`src/inc/dmhp_regs.svh`:
```
// Register indices, field positions and reset values of the dual-mode host port
`ifndef DMHP_REGS_SVH
`define DMHP_REGS_SVH

`define DMHP_ADDR_W 3
`define DMHP_DATA_W 8
`define DMHP_NUM_REGS 8
`define DMHP_SYNC_W 16
`define DMHP_MODEM_IN_W 5

`define DMHP_REG_HOLD 3'h0
`define DMHP_REG_IRQ_EN 3'h1
`define DMHP_REG_FEATURE 3'h2
`define DMHP_REG_MODEM_CTRL 3'h4
`define DMHP_REG_LINE_STAT 3'h5
`define DMHP_REG_MODEM_STAT 3'h6

`define DMHP_MCR_DTR 0
`define DMHP_MCR_RTS 1
`define DMHP_MCR_IRQ_OE 3
`define DMHP_MCR_IR_SEL 6
`define DMHP_MCR_IR_INV 7
`define DMHP_EFR_AUTO_RTS 6
`define DMHP_EFR_AUTO_CTS 7
`define DMHP_IER_RTS 6
`define DMHP_IER_CTS 7
`define DMHP_LSR_RX_FULL 0
`define DMHP_LSR_TX_EMPTY 5

`define DMHP_REG_RESET 8'h00
`define DMHP_PIN_IDLE 16'hF800
`define DMHP_MODEM_IDLE 5'h1F

`endif

```
`src/inc/dmhp_pkg.sv`:
```
// Types shared by the dual-mode host port modules
package dmhp_pkg;
    typedef logic [7:0] dmhp_byte_t;
    typedef logic [2:0] dmhp_addr_t;
    typedef enum logic [1:0] {
        ST_IDLE = 2'b00,
        ST_READ = 2'b01,
        ST_WRITE = 2'b10
    } dmhp_state_e;
endpackage

```
`src/inc/dmhp_chan_if.sv`:
```
// Register access path between the bus front end and one channel
interface dmhp_chan_if;
    import dmhp_pkg::*;
    dmhp_addr_t addr;
    dmhp_byte_t wdata;
    logic wr_pulse;
    logic rd_pulse;
    dmhp_byte_t rdata;
    logic irq_en;
    logic irq_pend;
    modport host (output addr, wdata, wr_pulse, rd_pulse, input rdata, irq_en, irq_pend);
    modport chan (input addr, wdata, wr_pulse, rd_pulse, output rdata, irq_en, irq_pend);
endinterface

```
`src/logic/dmhp_chan.sv`:
```
// One channel: register file, ready flags, serial and modem pin roles
`include "dmhp_regs.svh"
module dmhp_chan
    import dmhp_pkg::*;
(
    // Clock and reset
    input wire logic core_clk,
    input wire logic srst,
    // Register access
    dmhp_chan_if.chan bus,
    // Serial and modem pins
    output logic serial_out,
    input wire logic serial_in,
    output logic request_to_send_n,
    input wire logic clear_to_send_n,
    output logic terminal_ready_n,
    input wire logic set_ready_n,
    input wire logic carrier_detect_n,
    input wire logic ring_indicator_n,
    output logic tx_ready_n,
    output logic rx_ready_n,
    output logic user_out_n,
    // Serial engine side
    output dmhp_byte_t tx_byte,
    output logic tx_valid,
    input wire logic tx_take,
    output logic tx_allow,
    input wire logic tx_bit,
    output logic rx_bit,
    input wire dmhp_byte_t rx_byte,
    input wire logic rx_load,
    input wire logic irq_req
);
    dmhp_byte_t regs_ff [`DMHP_NUM_REGS];
    dmhp_byte_t tx_byte_ff;
    dmhp_byte_t rx_byte_ff;
    logic tx_full_ff;
    logic rx_full_ff;
    logic cts_chg_ff;
    logic ser_out_ff;
    logic [`DMHP_MODEM_IN_W-1:0] in1_ff;
    logic [`DMHP_MODEM_IN_W-1:0] in2_ff;
    logic [`DMHP_MODEM_IN_W-1:0] in3_ff;

    wire dmhp_byte_t mcr = regs_ff[`DMHP_REG_MODEM_CTRL];
    wire dmhp_byte_t efr = regs_ff[`DMHP_REG_FEATURE];
    wire dmhp_byte_t ier = regs_ff[`DMHP_REG_IRQ_EN];
    wire rx_s = in2_ff[4];
    wire cts_s = in2_ff[3];
    wire cts_moved = in2_ff[3] ^ in3_ff[3];
    wire wr_hold = bus.wr_pulse && bus.addr == `DMHP_REG_HOLD;
    wire rd_hold = bus.rd_pulse && bus.addr == `DMHP_REG_HOLD;
    wire rd_mstat = bus.rd_pulse && bus.addr == `DMHP_REG_MODEM_STAT;
    wire wr_store = bus.wr_pulse && bus.addr != `DMHP_REG_HOLD && bus.addr != `DMHP_REG_LINE_STAT
                    && bus.addr != `DMHP_REG_MODEM_STAT;

    // Modem status bits read as asserted-high, in cd ri dsr cts order
    function automatic dmhp_byte_t read_mux(input dmhp_addr_t a);
        dmhp_byte_t v;
        v = regs_ff[a];
        if (a == `DMHP_REG_HOLD) begin
            v = rx_byte_ff;
        end else if (a == `DMHP_REG_LINE_STAT) begin
            v = `DMHP_REG_RESET;
            v[`DMHP_LSR_RX_FULL] = rx_full_ff;
            v[`DMHP_LSR_TX_EMPTY] = ~tx_full_ff;
        end else if (a == `DMHP_REG_MODEM_STAT) begin
            v = {~in2_ff[0], ~in2_ff[1], ~in2_ff[2], ~cts_s, 3'h0, cts_chg_ff};
        end
        return v;
    endfunction

    always_ff @(posedge core_clk) begin
        if (srst) begin
            in1_ff <= `DMHP_MODEM_IDLE;
            in2_ff <= `DMHP_MODEM_IDLE;
            in3_ff <= `DMHP_MODEM_IDLE;
        end else begin
            in1_ff <= {serial_in, clear_to_send_n, set_ready_n, ring_indicator_n, carrier_detect_n};
            in2_ff <= in1_ff;
            in3_ff <= in2_ff;
        end
    end

    always_ff @(posedge core_clk) begin
        if (srst) begin
            for (int i = 0; i < `DMHP_NUM_REGS; i++) begin
                regs_ff[i] <= `DMHP_REG_RESET;
            end
        end else if (wr_store) begin
            regs_ff[bus.addr] <= bus.wdata;
        end
    end

    // Set wins over clear on every flag
    always_ff @(posedge core_clk) begin
        if (srst) begin
            tx_full_ff <= 1'b0;
            rx_full_ff <= 1'b0;
            cts_chg_ff <= 1'b0;
            tx_byte_ff <= `DMHP_REG_RESET;
            rx_byte_ff <= `DMHP_REG_RESET;
        end else begin
            tx_full_ff <= wr_hold | (tx_full_ff & ~tx_take);
            rx_full_ff <= rx_load | (rx_full_ff & ~rd_hold);
            cts_chg_ff <= cts_moved | (cts_chg_ff & ~rd_mstat);
            if (wr_hold) begin
                tx_byte_ff <= bus.wdata;
            end
            if (rx_load) begin
                rx_byte_ff <= rx_byte;
            end
        end
    end

    // Standard idles high, infrared idles low
    always_ff @(posedge core_clk) begin
        if (srst) begin
            ser_out_ff <= 1'b1;
        end else begin
            ser_out_ff <= mcr[`DMHP_MCR_IR_SEL] ? ~tx_bit : tx_bit;
        end
    end

    assign serial_out = ser_out_ff;
    assign rx_bit = mcr[`DMHP_MCR_IR_SEL] ? ~(rx_s ^ mcr[`DMHP_MCR_IR_INV]) : rx_s;
    assign tx_ready_n = tx_full_ff;
    assign rx_ready_n = ~rx_full_ff;
    assign tx_byte = tx_byte_ff;
    assign tx_valid = tx_full_ff;
    assign tx_allow = ~(efr[`DMHP_EFR_AUTO_CTS] & cts_s);
    assign request_to_send_n = ~(mcr[`DMHP_MCR_RTS] & ~(efr[`DMHP_EFR_AUTO_RTS] & rx_full_ff));
    assign terminal_ready_n = ~mcr[`DMHP_MCR_DTR];
    assign user_out_n = ~mcr[`DMHP_MCR_IRQ_OE];
    assign bus.irq_en = mcr[`DMHP_MCR_IRQ_OE];
    assign bus.irq_pend = irq_req | (ier[`DMHP_IER_CTS] & cts_chg_ff)
                          | (ier[`DMHP_IER_RTS] & efr[`DMHP_EFR_AUTO_RTS] & rx_full_ff);
    assign bus.rdata = read_mux(bus.addr);
endmodule // dmhp_chan

```
`src/logic/dmhp_port.sv`:
```
// Dual-mode host bus port of a two-channel serial device
`include "dmhp_regs.svh"
// Function
// - Strobe mode: read strobe fall reads register
// - Strobe mode: write strobe rise latches data
// - Line mode: write pin gives direction
// - Strobe mode: one select per channel
// - Line mode: first select selects device
// - Line mode: second select picks channel
// - Strobe mode: channel A irq gated by bit
// - Line mode: shared open-drain low irq
// - Channel B irq gated, off after reset
// - Transmit ready low shows holding space
// - Receive ready low shows data held
// - Standard mode: transmit idles high
// - Infrared mode: transmit idles low
// - Receive idle high, infrared inversion option
// - CTS feeds auto flow or reads back
// - DSR, CD, RI are readable only
// - DTR driven from software
// - Three address bits select register
// - Eight-bit data bus, driven on reads
module dmhp_port
    import dmhp_pkg::*;
(
    // Clock and reset
    input wire logic core_clk,
    input wire logic srst,
    // Host bus pins
    input wire logic bus_mode_sel,
    input wire logic read_strobe_n,
    input wire logic write_strobe_n,
    input wire logic chan_a_select_n,
    input wire logic chan_b_select_n,
    input wire dmhp_addr_t addr,
    input wire dmhp_byte_t data_in,
    output dmhp_byte_t data_out,
    output logic data_oe,
    // Interrupt pins
    output logic chan_a_irq_out,
    output logic chan_a_irq_oe,
    output logic chan_b_irq_out,
    output logic chan_b_irq_oe,
    output logic chan_a_user_out_n,
    output logic chan_b_user_out_n,
    // Channel A pins
    output logic chan_a_tx_ready_n,
    output logic chan_a_rx_ready_n,
    output logic chan_a_serial_out,
    input wire logic chan_a_serial_in,
    output logic chan_a_request_to_send_n,
    input wire logic chan_a_clear_to_send_n,
    output logic chan_a_terminal_ready_n,
    input wire logic chan_a_set_ready_n,
    input wire logic chan_a_carrier_detect_n,
    input wire logic chan_a_ring_indicator_n,
    // Channel B pins
    output logic chan_b_tx_ready_n,
    output logic chan_b_rx_ready_n,
    output logic chan_b_serial_out,
    input wire logic chan_b_serial_in,
    output logic chan_b_request_to_send_n,
    input wire logic chan_b_clear_to_send_n,
    output logic chan_b_terminal_ready_n,
    input wire logic chan_b_set_ready_n,
    input wire logic chan_b_carrier_detect_n,
    input wire logic chan_b_ring_indicator_n,
    // Channel A serial engine
    output dmhp_byte_t chan_a_tx_byte,
    output logic chan_a_tx_valid,
    input wire logic chan_a_tx_take,
    output logic chan_a_tx_allow,
    input wire logic chan_a_tx_bit,
    output logic chan_a_rx_bit,
    input wire dmhp_byte_t chan_a_rx_byte,
    input wire logic chan_a_rx_load,
    input wire logic chan_a_irq_req,
    // Channel B serial engine
    output dmhp_byte_t chan_b_tx_byte,
    output logic chan_b_tx_valid,
    input wire logic chan_b_tx_take,
    output logic chan_b_tx_allow,
    input wire logic chan_b_tx_bit,
    output logic chan_b_rx_bit,
    input wire dmhp_byte_t chan_b_rx_byte,
    input wire logic chan_b_rx_load,
    input wire logic chan_b_irq_req
);
    dmhp_chan_if bus_a ();
    dmhp_chan_if bus_b ();

    // Pin synchroniser and previous sample for edge detection
    logic [`DMHP_SYNC_W-1:0] s1_ff;
    logic [`DMHP_SYNC_W-1:0] s2_ff;
    logic [3:0] prv_ff;

    dmhp_state_e state_ff;
    dmhp_state_e nxt_state;
    logic chan_b_ff;
    dmhp_addr_t addr_ff;
    dmhp_byte_t dout_ff;
    logic irq_a_out_ff;
    logic irq_a_oe_ff;
    logic irq_b_out_ff;
    logic irq_b_oe_ff;

    // Decoded synchronised pins
    wire strobe_mode = s2_ff[15];
    wire rd_n_s = s2_ff[14];
    wire wr_n_s = s2_ff[13];
    wire csa_n_s = s2_ff[12];
    wire csb_n_s = s2_ff[11];
    wire dmhp_addr_t addr_s = s2_ff[10:8];
    wire dmhp_byte_t data_s = s2_ff[7:0];

    wire rd_fall = prv_ff[3] & ~rd_n_s;
    wire wr_fall = prv_ff[2] & ~wr_n_s;
    wire wr_rise = ~prv_ff[2] & wr_n_s;
    wire csa_fall = prv_ff[1] & ~csa_n_s;
    wire csa_rise = ~prv_ff[1] & csa_n_s;

    // Channel A wins if both strobe-mode selects are low
    wire any_sel = ~csa_n_s | ~csb_n_s;
    wire pick_b = strobe_mode ? csa_n_s : csb_n_s;

    wire start_rd_strobe = rd_fall & any_sel & wr_n_s;
    wire start_wr_strobe = wr_fall & any_sel & rd_n_s;
    wire start_rd_line = csa_fall & wr_n_s;
    wire start_wr_line = csa_fall & ~wr_n_s;

    wire idle = state_ff == ST_IDLE;
    wire start_rd = idle & (strobe_mode ? start_rd_strobe : start_rd_line);
    wire start_wr = idle & ~start_rd & (strobe_mode ? start_wr_strobe : start_wr_line);

    // Select of the channel latched at access start in strobe mode, device select in line mode
    wire sel_kept = (strobe_mode & chan_b_ff) ? ~csb_n_s : ~csa_n_s;

    // Read ends on strobe rise or loss of select
    wire end_rd = ~sel_kept | (strobe_mode & rd_n_s);

    // Line mode commits on select rise; strobe mode on write rise
    wire commit_wr = strobe_mode ? (wr_rise & sel_kept) : csa_rise;
    wire abort_wr = strobe_mode & ~sel_kept;
    wire in_write = state_ff == ST_WRITE;
    wire wr_go = in_write & commit_wr;

    // Reads use the live address, writes the one latched at start
    wire dmhp_addr_t acc_addr = idle ? addr_s : addr_ff;

    always_ff @(posedge core_clk) begin
        if (srst) begin
            s1_ff <= `DMHP_PIN_IDLE;
            s2_ff <= `DMHP_PIN_IDLE;
            prv_ff <= 4'hF;
        end else begin
            s1_ff <= {bus_mode_sel, read_strobe_n, write_strobe_n, chan_a_select_n, chan_b_select_n,
                      addr, data_in};
            s2_ff <= s1_ff;
            prv_ff <= {rd_n_s, wr_n_s, csa_n_s, csb_n_s};
        end
    end

    always_comb begin
        nxt_state = state_ff;
        unique case (state_ff)
            ST_IDLE: begin
                if (start_rd) begin
                    nxt_state = ST_READ;
                end else if (start_wr) begin
                    nxt_state = ST_WRITE;
                end
            end
            ST_READ: begin
                if (end_rd) begin
                    nxt_state = ST_IDLE;
                end
            end
            ST_WRITE: begin
                if (commit_wr | abort_wr) begin
                    nxt_state = ST_IDLE;
                end
            end
            default: begin
                nxt_state = ST_IDLE;
            end
        endcase
    end

    always_ff @(posedge core_clk) begin
        if (srst) begin
            state_ff <= ST_IDLE;
            chan_b_ff <= 1'b0;
            addr_ff <= `DMHP_ADDR_W'(0);
        end else begin
            state_ff <= nxt_state;
            if (start_rd | start_wr) begin
                chan_b_ff <= pick_b;
                addr_ff <= addr_s;
            end
        end
    end

    // Byte captured at the start so it is stable for the host
    always_ff @(posedge core_clk) begin
        if (srst) begin
            dout_ff <= `DMHP_REG_RESET;
        end else if (start_rd) begin
            dout_ff <= pick_b ? bus_b.rdata : bus_a.rdata;
        end
    end

    assign data_out = dout_ff;
    assign data_oe = state_ff == ST_READ;

    // Channel access strobes
    assign bus_a.addr = acc_addr;
    assign bus_b.addr = acc_addr;
    assign bus_a.wdata = data_s;
    assign bus_b.wdata = data_s;
    assign bus_a.rd_pulse = start_rd & ~pick_b;
    assign bus_b.rd_pulse = start_rd & pick_b;
    assign bus_a.wr_pulse = wr_go & ~chan_b_ff;
    assign bus_b.wr_pulse = wr_go & chan_b_ff;

    // Interrupt pins; line mode shares channel A's pin as open drain
    always_ff @(posedge core_clk) begin
        if (srst) begin
            irq_a_out_ff <= 1'b0;
            irq_a_oe_ff <= 1'b0;
            irq_b_out_ff <= 1'b0;
            irq_b_oe_ff <= 1'b0;
        end else begin
            if (strobe_mode) begin
                irq_a_out_ff <= bus_a.irq_pend;
                irq_a_oe_ff <= bus_a.irq_en;
            end else begin
                irq_a_out_ff <= 1'b0;
                irq_a_oe_ff <= (bus_a.irq_pend & bus_a.irq_en) | (bus_b.irq_pend & bus_b.irq_en);
            end
            irq_b_out_ff <= bus_b.irq_pend;
            irq_b_oe_ff <= bus_b.irq_en;
        end
    end

    assign chan_a_irq_out = irq_a_out_ff;
    assign chan_a_irq_oe = irq_a_oe_ff;
    assign chan_b_irq_out = irq_b_out_ff;
    assign chan_b_irq_oe = irq_b_oe_ff;

    dmhp_chan u_chan_a (
        .core_clk(core_clk),
        .srst(srst),
        .bus(bus_a.chan),
        .serial_out(chan_a_serial_out),
        .serial_in(chan_a_serial_in),
        .request_to_send_n(chan_a_request_to_send_n),
        .clear_to_send_n(chan_a_clear_to_send_n),
        .terminal_ready_n(chan_a_terminal_ready_n),
        .set_ready_n(chan_a_set_ready_n),
        .carrier_detect_n(chan_a_carrier_detect_n),
        .ring_indicator_n(chan_a_ring_indicator_n),
        .tx_ready_n(chan_a_tx_ready_n),
        .rx_ready_n(chan_a_rx_ready_n),
        .user_out_n(chan_a_user_out_n),
        .tx_byte(chan_a_tx_byte),
        .tx_valid(chan_a_tx_valid),
        .tx_take(chan_a_tx_take),
        .tx_allow(chan_a_tx_allow),
        .tx_bit(chan_a_tx_bit),
        .rx_bit(chan_a_rx_bit),
        .rx_byte(chan_a_rx_byte),
        .rx_load(chan_a_rx_load),
        .irq_req(chan_a_irq_req)
    );

    dmhp_chan u_chan_b (
        .core_clk(core_clk),
        .srst(srst),
        .bus(bus_b.chan),
        .serial_out(chan_b_serial_out),
        .serial_in(chan_b_serial_in),
        .request_to_send_n(chan_b_request_to_send_n),
        .clear_to_send_n(chan_b_clear_to_send_n),
        .terminal_ready_n(chan_b_terminal_ready_n),
        .set_ready_n(chan_b_set_ready_n),
        .carrier_detect_n(chan_b_carrier_detect_n),
        .ring_indicator_n(chan_b_ring_indicator_n),
        .tx_ready_n(chan_b_tx_ready_n),
        .rx_ready_n(chan_b_rx_ready_n),
        .user_out_n(chan_b_user_out_n),
        .tx_byte(chan_b_tx_byte),
        .tx_valid(chan_b_tx_valid),
        .tx_take(chan_b_tx_take),
        .tx_allow(chan_b_tx_allow),
        .tx_bit(chan_b_tx_bit),
        .rx_bit(chan_b_rx_bit),
        .rx_byte(chan_b_rx_byte),
        .rx_load(chan_b_rx_load),
        .irq_req(chan_b_irq_req)
    );
endmodule // dmhp_port

```
`config.mk`:
```
export PLATFORM = sky130hd
export DESIGN_NAME = dmhp_port
export DESIGN_NICKNAME = d
export VERILOG_FILES = /design/src/inc/dmhp_pkg.sv /design/src/inc/dmhp_chan_if.sv /design/src/logic/dmhp_chan.sv /design/src/logic/dmhp_port.sv
export VERILOG_INCLUDE_DIRS = /design/src /design/src/inc
export SDC_FILE = /design/constraint.sdc
export NUM_CORES = 1
export LEC_CHECK = 0
export BUFFER_PORTS_ARGS = -buffer_cell sky130_fd_sc_hd__clkbuf_2
export CAP_MARGIN = 20
export CORE_MARGIN = 2
export CORE_UTILIZATION = 31
export CTS_BUF_LIST = sky130_fd_sc_hd__clkbuf_4 sky130_fd_sc_hd__clkbuf_8 sky130_fd_sc_hd__clkbuf_16
export DETAILED_ROUTE_END_ITERATION = 10
export PLACE_DENSITY = 0.55
export SKIP_CTS_REPAIR_TIMING = 1
export SYNTH_ARGS = -nofsm -noshare
export SYNTH_HDL_FRONTEND = slang
export SYNTH_SLANG_ARGS = --single-unit
```
`constraint.sdc`:
```
create_clock -name core_clk -period 2.9 [get_ports core_clk]
set_input_delay 0.145 -clock core_clk [delete_from_list [all_inputs] [get_ports core_clk]]
set_output_delay 0.145 -clock core_clk [all_outputs]
set_load 0.005 [all_outputs]
```
## Word-level counts from Yosys, hierarchy flattened

Memories as Yosys holds them, arrays and structs flattened.
Index checks and enable logic that the tools add are counted.

| word-level totals | value |
|---|---|
| bits in registers | 122 |
| RAM bits | 128 |
| input port bits | 52 |
| memories kept | 2 |
| logic and storage cells | 201 |

Memory list:

| memory | depth | width | read ports | clocked after Yosys merged registers in | wr ports | line | RTL |
|---|---|---|---|---|---|---|---|
| u_chan_a.regs_ff | 8 | 8 | 4 | 0 | 8 | dmhp_chan.sv:34 | `` dmhp_byte_t regs_ff [`DMHP_NUM_REGS]; `` |
| u_chan_b.regs_ff | 8 | 8 | 4 | 0 | 8 | dmhp_chan.sv:34 |  |

| cells by class | value |
|---|---|
| equality and inequality tests | 9 |
| reductions and logical operators | 19 |
| muxes and demuxes | 37 |
| bitwise gates (word level) | 105 |

Operators by type and width:

| cell | count |
|---|---|
| 8-bit 2-to-1 mux | 9 |
| 1-bit AND | 43 |
| 1-bit inverter | 43 |
| 1-bit 2-to-1 mux | 20 |
| 8-bit OR reduction | 2 |
| 1-bit bitwise OR | 15 |
| 1-bit logical AND | 12 |
| 3-bit 2-to-1 mux | 3 |
| 2-bit 2-to-1 mux | 4 |
| 3-bit equality test, second input constant | 2 |
| 3-bit != test, second input constant | 2 |
| 2-bit one-hot mux with 3 select lines | 1 |
| 2-bit by 1-bit != test with 1-bit output, second input constant | 2 |
| 1-bit bitwise XOR | 4 |
| 3-bit zero test | 1 |
| 3-bit by 1-bit != test with 1-bit output, second input constant | 1 |
| 3-bit AND reduction | 1 |
| 3-bit nonzero test | 1 |
| 2-bit by 1-bit equality test with 1-bit output, second input constant | 1 |
| 2-bit equality test, second input constant | 1 |
| 2-bit zero test | 1 |
| 2-bit OR reduction | 1 |

## Depth between registers and ports, before layout

| logic depth | value |
|---|---|
| depth after elaboration | 14 |
| gate-level depth with buffers | 9 |
| gate-level depth less buffers | 6 |

## Hierarchy

A second synthesis with hierarchy kept.

| second synthesis, totals | value |
|---|---|
| cells, all modules | 747 |
| area total of the unflattened synthesis | 8354.3 um^2 |

Modules (own cells, without submodules):

| module | area each (um^2) | instances | sequential area each (um^2) | cells each |
|---|---|---|---|---|
| dmhp_chan at u_chan_a | 3200.6 | 1 | 1881.8 | 284 |
| dmhp_chan at u_chan_b | 3170.5 | 1 | 1851.8 | 286 |
| dmhp_port | 1983.2 | 1 | 1061.0 | 177 |

## Least setup slack after synthesis

No wires, ideal clock.

| path | value |
|---|---|
| path type | register to register |
| from | register state_ff[1] |
| to | memory u_chan_a.regs_ff[1][0] in the netlist's numbering, enable pin |
| arrival time | 1.877 ns |
| cell stages (with the launch flop) | 9 |
| library setup time | 0.329 ns |
| path buffers | 2 |
| path slack | 0.694 ns |
| data required time | 2.571 ns |
| cell sequence | dfxtp_1 buf_6 or3b_4 and2_4 buf_6 nand3_2 nand4b_2 nor2_2 or2_1 |

RTL lines:

| element | line | RTL |
|---|---|---|
| from (decl) | dmhp_port.sv:97 | `dmhp_state_e state_ff;` |
| from (signal assigned) | dmhp_port.sv:195 | `state_ff <= nxt_state;` |
| to (decl) | dmhp_chan.sv:34 |  |

==> results.md <==
* Total power at 6.05 mW
* First-pass GRT wire length at 38.1 mm
* Hold_ws at -43.0 ps
* Net total in the final layout at 968
* Depth of the worst register-to-register path at 6
* Crit path kind: flop to flop
* Number of instances in the synthesized netlist at 774
* TritonCTS Sinks at 199
* Type of origin of the critical path: flop
* Weighted congestion reported at the end of routability-driven placement at 0.920
* Die Footprint at 28400 um2
* Residual overflow from global routing at 0
* Count of antenna diodes in the layout at 0
* Library cell used as clock root buffer: sky130_fd_sc_hd__clkbuf_16
* Post-synthesis sequential area ratio at 57.6%
* Number of synthesized flops with an enable pin at 84
* Total number of vias at 6335
* Highest fanout seen on the critical path at 19
* GRT Total Usage at 18.2%
* Leading post-synthesis cells by instance count: sky130_fd_sc_hd__dfxtp_1, sky130_fd_sc_hd__edfxtp_1, sky130_fd_sc_hd__and2_1
* Number of hold-slack violations in the final timing report at 4
* Final period demand of the worst path at 2640 ps
* Worst endpoint required time at 3010 ps
* End point of the critical path: u_chan_a.regs_ff[2][3]
* Origin of the worst setup path: state_ff[1]
* Data arrival time at the worst-slack endpoint at 2750 ps
* Hold Crit Class: input port to flop
* Detailed Route WL at 25.6 mm
* Latest clock arrival within the worst-skew pair at 450 ps
* Maximum count of clock buffers along a single path at 2
* Warnings, synthesis at 0
* Number of search-and-repair iterations in the first detailed-routing pass at 6
* Main area contributors after synthesis: sky130_fd_sc_hd__edfxtp_1, sky130_fd_sc_hd__dfxtp_1, sky130_fd_sc_hd__and2_1, sky130_fd_sc_hd__mux2i_1, sky130_fd_sc_hd__nor2_1
* Die H at 168 um
* Share of cells above drive strength 1 at 24.8%
* Yosys cell types at 79
* Top_reg_cell synth: sky130_fd_sc_hd__dfxtp_1
* Antenna viol nets, final at 0
* Pin count of the biggest net entering global routing at 102
* Fin Clk Skew at 15.1 ps
* Post-DP HPWL at 18.3 mm
* Top achievable clock speed at 379 MHz
* Share of Yosys cell area claimed by the top area cell type at 30.1%
* Worst r2r src: state_ff[1]
* Clock slew at reported path FFs at 80 ps
* Portion of the clock cycle consumed by the worst path in the final layout at 90.9%
* Outcome: finished, violations left
* Power density over the cells at 584 nW/um2
* Number of H-tree levels at 4
* Worst R2R Setup Slack at 260 ps
* Count of standard-cell rows at 60
* Final worst setup slack at 263 ps
* Async set-reset flop share out of synthesis at 0%
* Top Ports at 99
* Via count of the first global-routing pass at 6049
* Synth-to-layout area growth at 23.5%
* Detailed-route vias per instance at 4.99
* Die width at 168 um
* Dominant cell by count in the synthesized netlist: sky130_fd_sc_hd__dfxtp_1
* Library cell with the largest summed area after synthesis: sky130_fd_sc_hd__edfxtp_1
* Violations in the final reports: hold timing
* Cell Area, Synth at 8380 um2
* Syn Area/Cell at 10.8 um2
* Total of endpoints with negative setup slack in the final report at 0
* Initial core utilization at 31.4%
* Unrepaired setup endpoints after global routing: no
* Antenna violations before repair at 0
* Pre-CTS worst setup slack at 311 ps
* Number of DRC markers in iteration 0 at 562
* Port bufs at 98
* Mean routed wirelength per cell at 20.2 um
* Number of buffers created by CTS at 17
* Core Region at 26700 um2
* Maximum vdd ir drop at 366 uV
* Post-synthesis sequential element count at 199
* Clock tree from TritonCTS: yes
* Count of pins over their slew limit at 0
* Total of max-cap violations at 0
* Slew at the pin with the worst max-slew slack at 1030 ps
* Residual DRC at 0
* Endpoint kind of the worst setup timing path: flop
* Worst flop-to-flop path endpoint: u_chan_a.regs_ff[2][3]
* Remaining max-slew budget at the tightest pin at 31.6%
* Cell leakage power at 4.14 nW
* Final total negative setup slack at 0 ps
state kept, by name, summed over array words and instances (netlist names), 5 cells and up:
register and count:
u_chan_b.tx_byte 8, u_chan_a.tx_byte 8, u_chan_a.regs_ff 42, u_chan_b.in1_ff 5
data_out 8, u_chan_a.rx_byte_ff 8, s1_ff 16, u_chan_a.in2_ff 5
u_chan_b.rx_byte_ff 8, u_chan_b.in2_ff 5, u_chan_b.regs_ff 42, u_chan_a.in1_ff 5
s2_ff 16
logic make-up (layout without fill, tap and decap cells):
kind of cell	Yosys count	in the layout	synth area share [%]
AOI/OAI and AO/OA	128	128	10.8
xor gates and xnor gates	6	6	0.627
buffers and inverters	67	219	3.78
DFF	199	199	57.6
muxes	43	43	5.21
other	1	4	0.0447
and+or+nand+nor	330	330	22.0
report_power, final:
| part | total [mW] | internal (mW) | switching, mW |
|---|---|---|---|
| clock | 2.51 | 1.22 | 1.28 |
| sequential | 3.11 | 3.01 | 0.0946 |
| combinational | 0.433 | 0.200 | 0.233 |
worst min path at each step:
stage,from,to,cells after the start
floorplan,chan_b_select_n,s1_ff[11],1
global placement,chan_b_serial_in,u_chan_b.in1_ff[4],2
detailed placement,chan_a_serial_in,u_chan_a.in1_ff[4],2
CTS,chan_a_serial_in,u_chan_a.in1_ff[4],2
global route,chan_a_rx_byte[2],u_chan_a.rx_byte_ff[2],3
finish,chan_b_rx_byte[2],u_chan_b.rx_byte_ff[2],3
layout make-up:
cell class	count	area [um2]
Sequential cell	199	4820
Multi-Input combinational cell	511	3250
Tap cell	341	427
Fill cell	2634	16400
Inverter	13	48.8
Timing Repair Buffer	174	1170
Clock buffer	18	439
Clock inverter	14	188
cells in the final DEF (no fill, tap or decap), types with 5 or more instances in the layout:
| cell type | n |
|---|---|
| sky130_fd_sc_hd__a21oi_1 | 27 |
| sky130_fd_sc_hd__a31oi_1 | 5 |
| sky130_fd_sc_hd__a32oi_1 | 5 |
| sky130_fd_sc_hd__and2_1 | 82 |
| sky130_fd_sc_hd__buf_4 | 34 |
| sky130_fd_sc_hd__clkbuf_16 | 17 |
| sky130_fd_sc_hd__clkbuf_2 | 97 |
| sky130_fd_sc_hd__dfxtp_1 | 115 |
| sky130_fd_sc_hd__dlygate4sd3_1 | 43 |
| sky130_fd_sc_hd__edfxtp_1 | 84 |
| sky130_fd_sc_hd__inv_1 | 13 |
| sky130_fd_sc_hd__inv_8 | 5 |
| sky130_fd_sc_hd__mux2i_1 | 40 |
| sky130_fd_sc_hd__nand2_1 | 48 |
| sky130_fd_sc_hd__nand2b_1 | 6 |
| sky130_fd_sc_hd__nand3_1 | 8 |
| sky130_fd_sc_hd__nor2_1 | 70 |
| sky130_fd_sc_hd__nor2_2 | 6 |
| sky130_fd_sc_hd__nor2b_1 | 26 |
| sky130_fd_sc_hd__nor3_1 | 7 |
| sky130_fd_sc_hd__o211ai_1 | 5 |
| sky130_fd_sc_hd__o21ai_0 | 20 |
| sky130_fd_sc_hd__o22ai_1 | 9 |
| sky130_fd_sc_hd__o31ai_1 | 7 |
| sky130_fd_sc_hd__or2_1 | 6 |
| sky130_fd_sc_hd__or2_2 | 41 |
| sky130_fd_sc_hd__xnor2_1 | 6 |
metrics by stage:
stage	util, %	cell area [um2]	instances
floorplan	-	8390	777
global placement	34.8	9290	1195
detailed placement	34.8	9290	1195
CTS	37.1	9920	1227
global route	38.7	10300	1270
finish	38.7	10300	1270
worst max-delay path, stage by stage (launching register included):
cell and delay, ps:
sky130_fd_sc_hd__dfxtp_1 750, sky130_fd_sc_hd__o21ai_1 240, sky130_fd_sc_hd__and2_1 400, sky130_fd_sc_hd__nor2_4 310, sky130_fd_sc_hd__nand2_1 130, sky130_fd_sc_hd__nor2_2 150, sky130_fd_sc_hd__or2_1 330
per-layer routing:
metal,GRT usage (%),vias up,part of all wire [%]
met5,0,-,0
met4,6.11,0,2.7
met3,3.34,47,6.5
met2,29.4,244,47
met1,24.7,3070,44
li1,-,2974,-
Power figures use the tool's default switching activity.
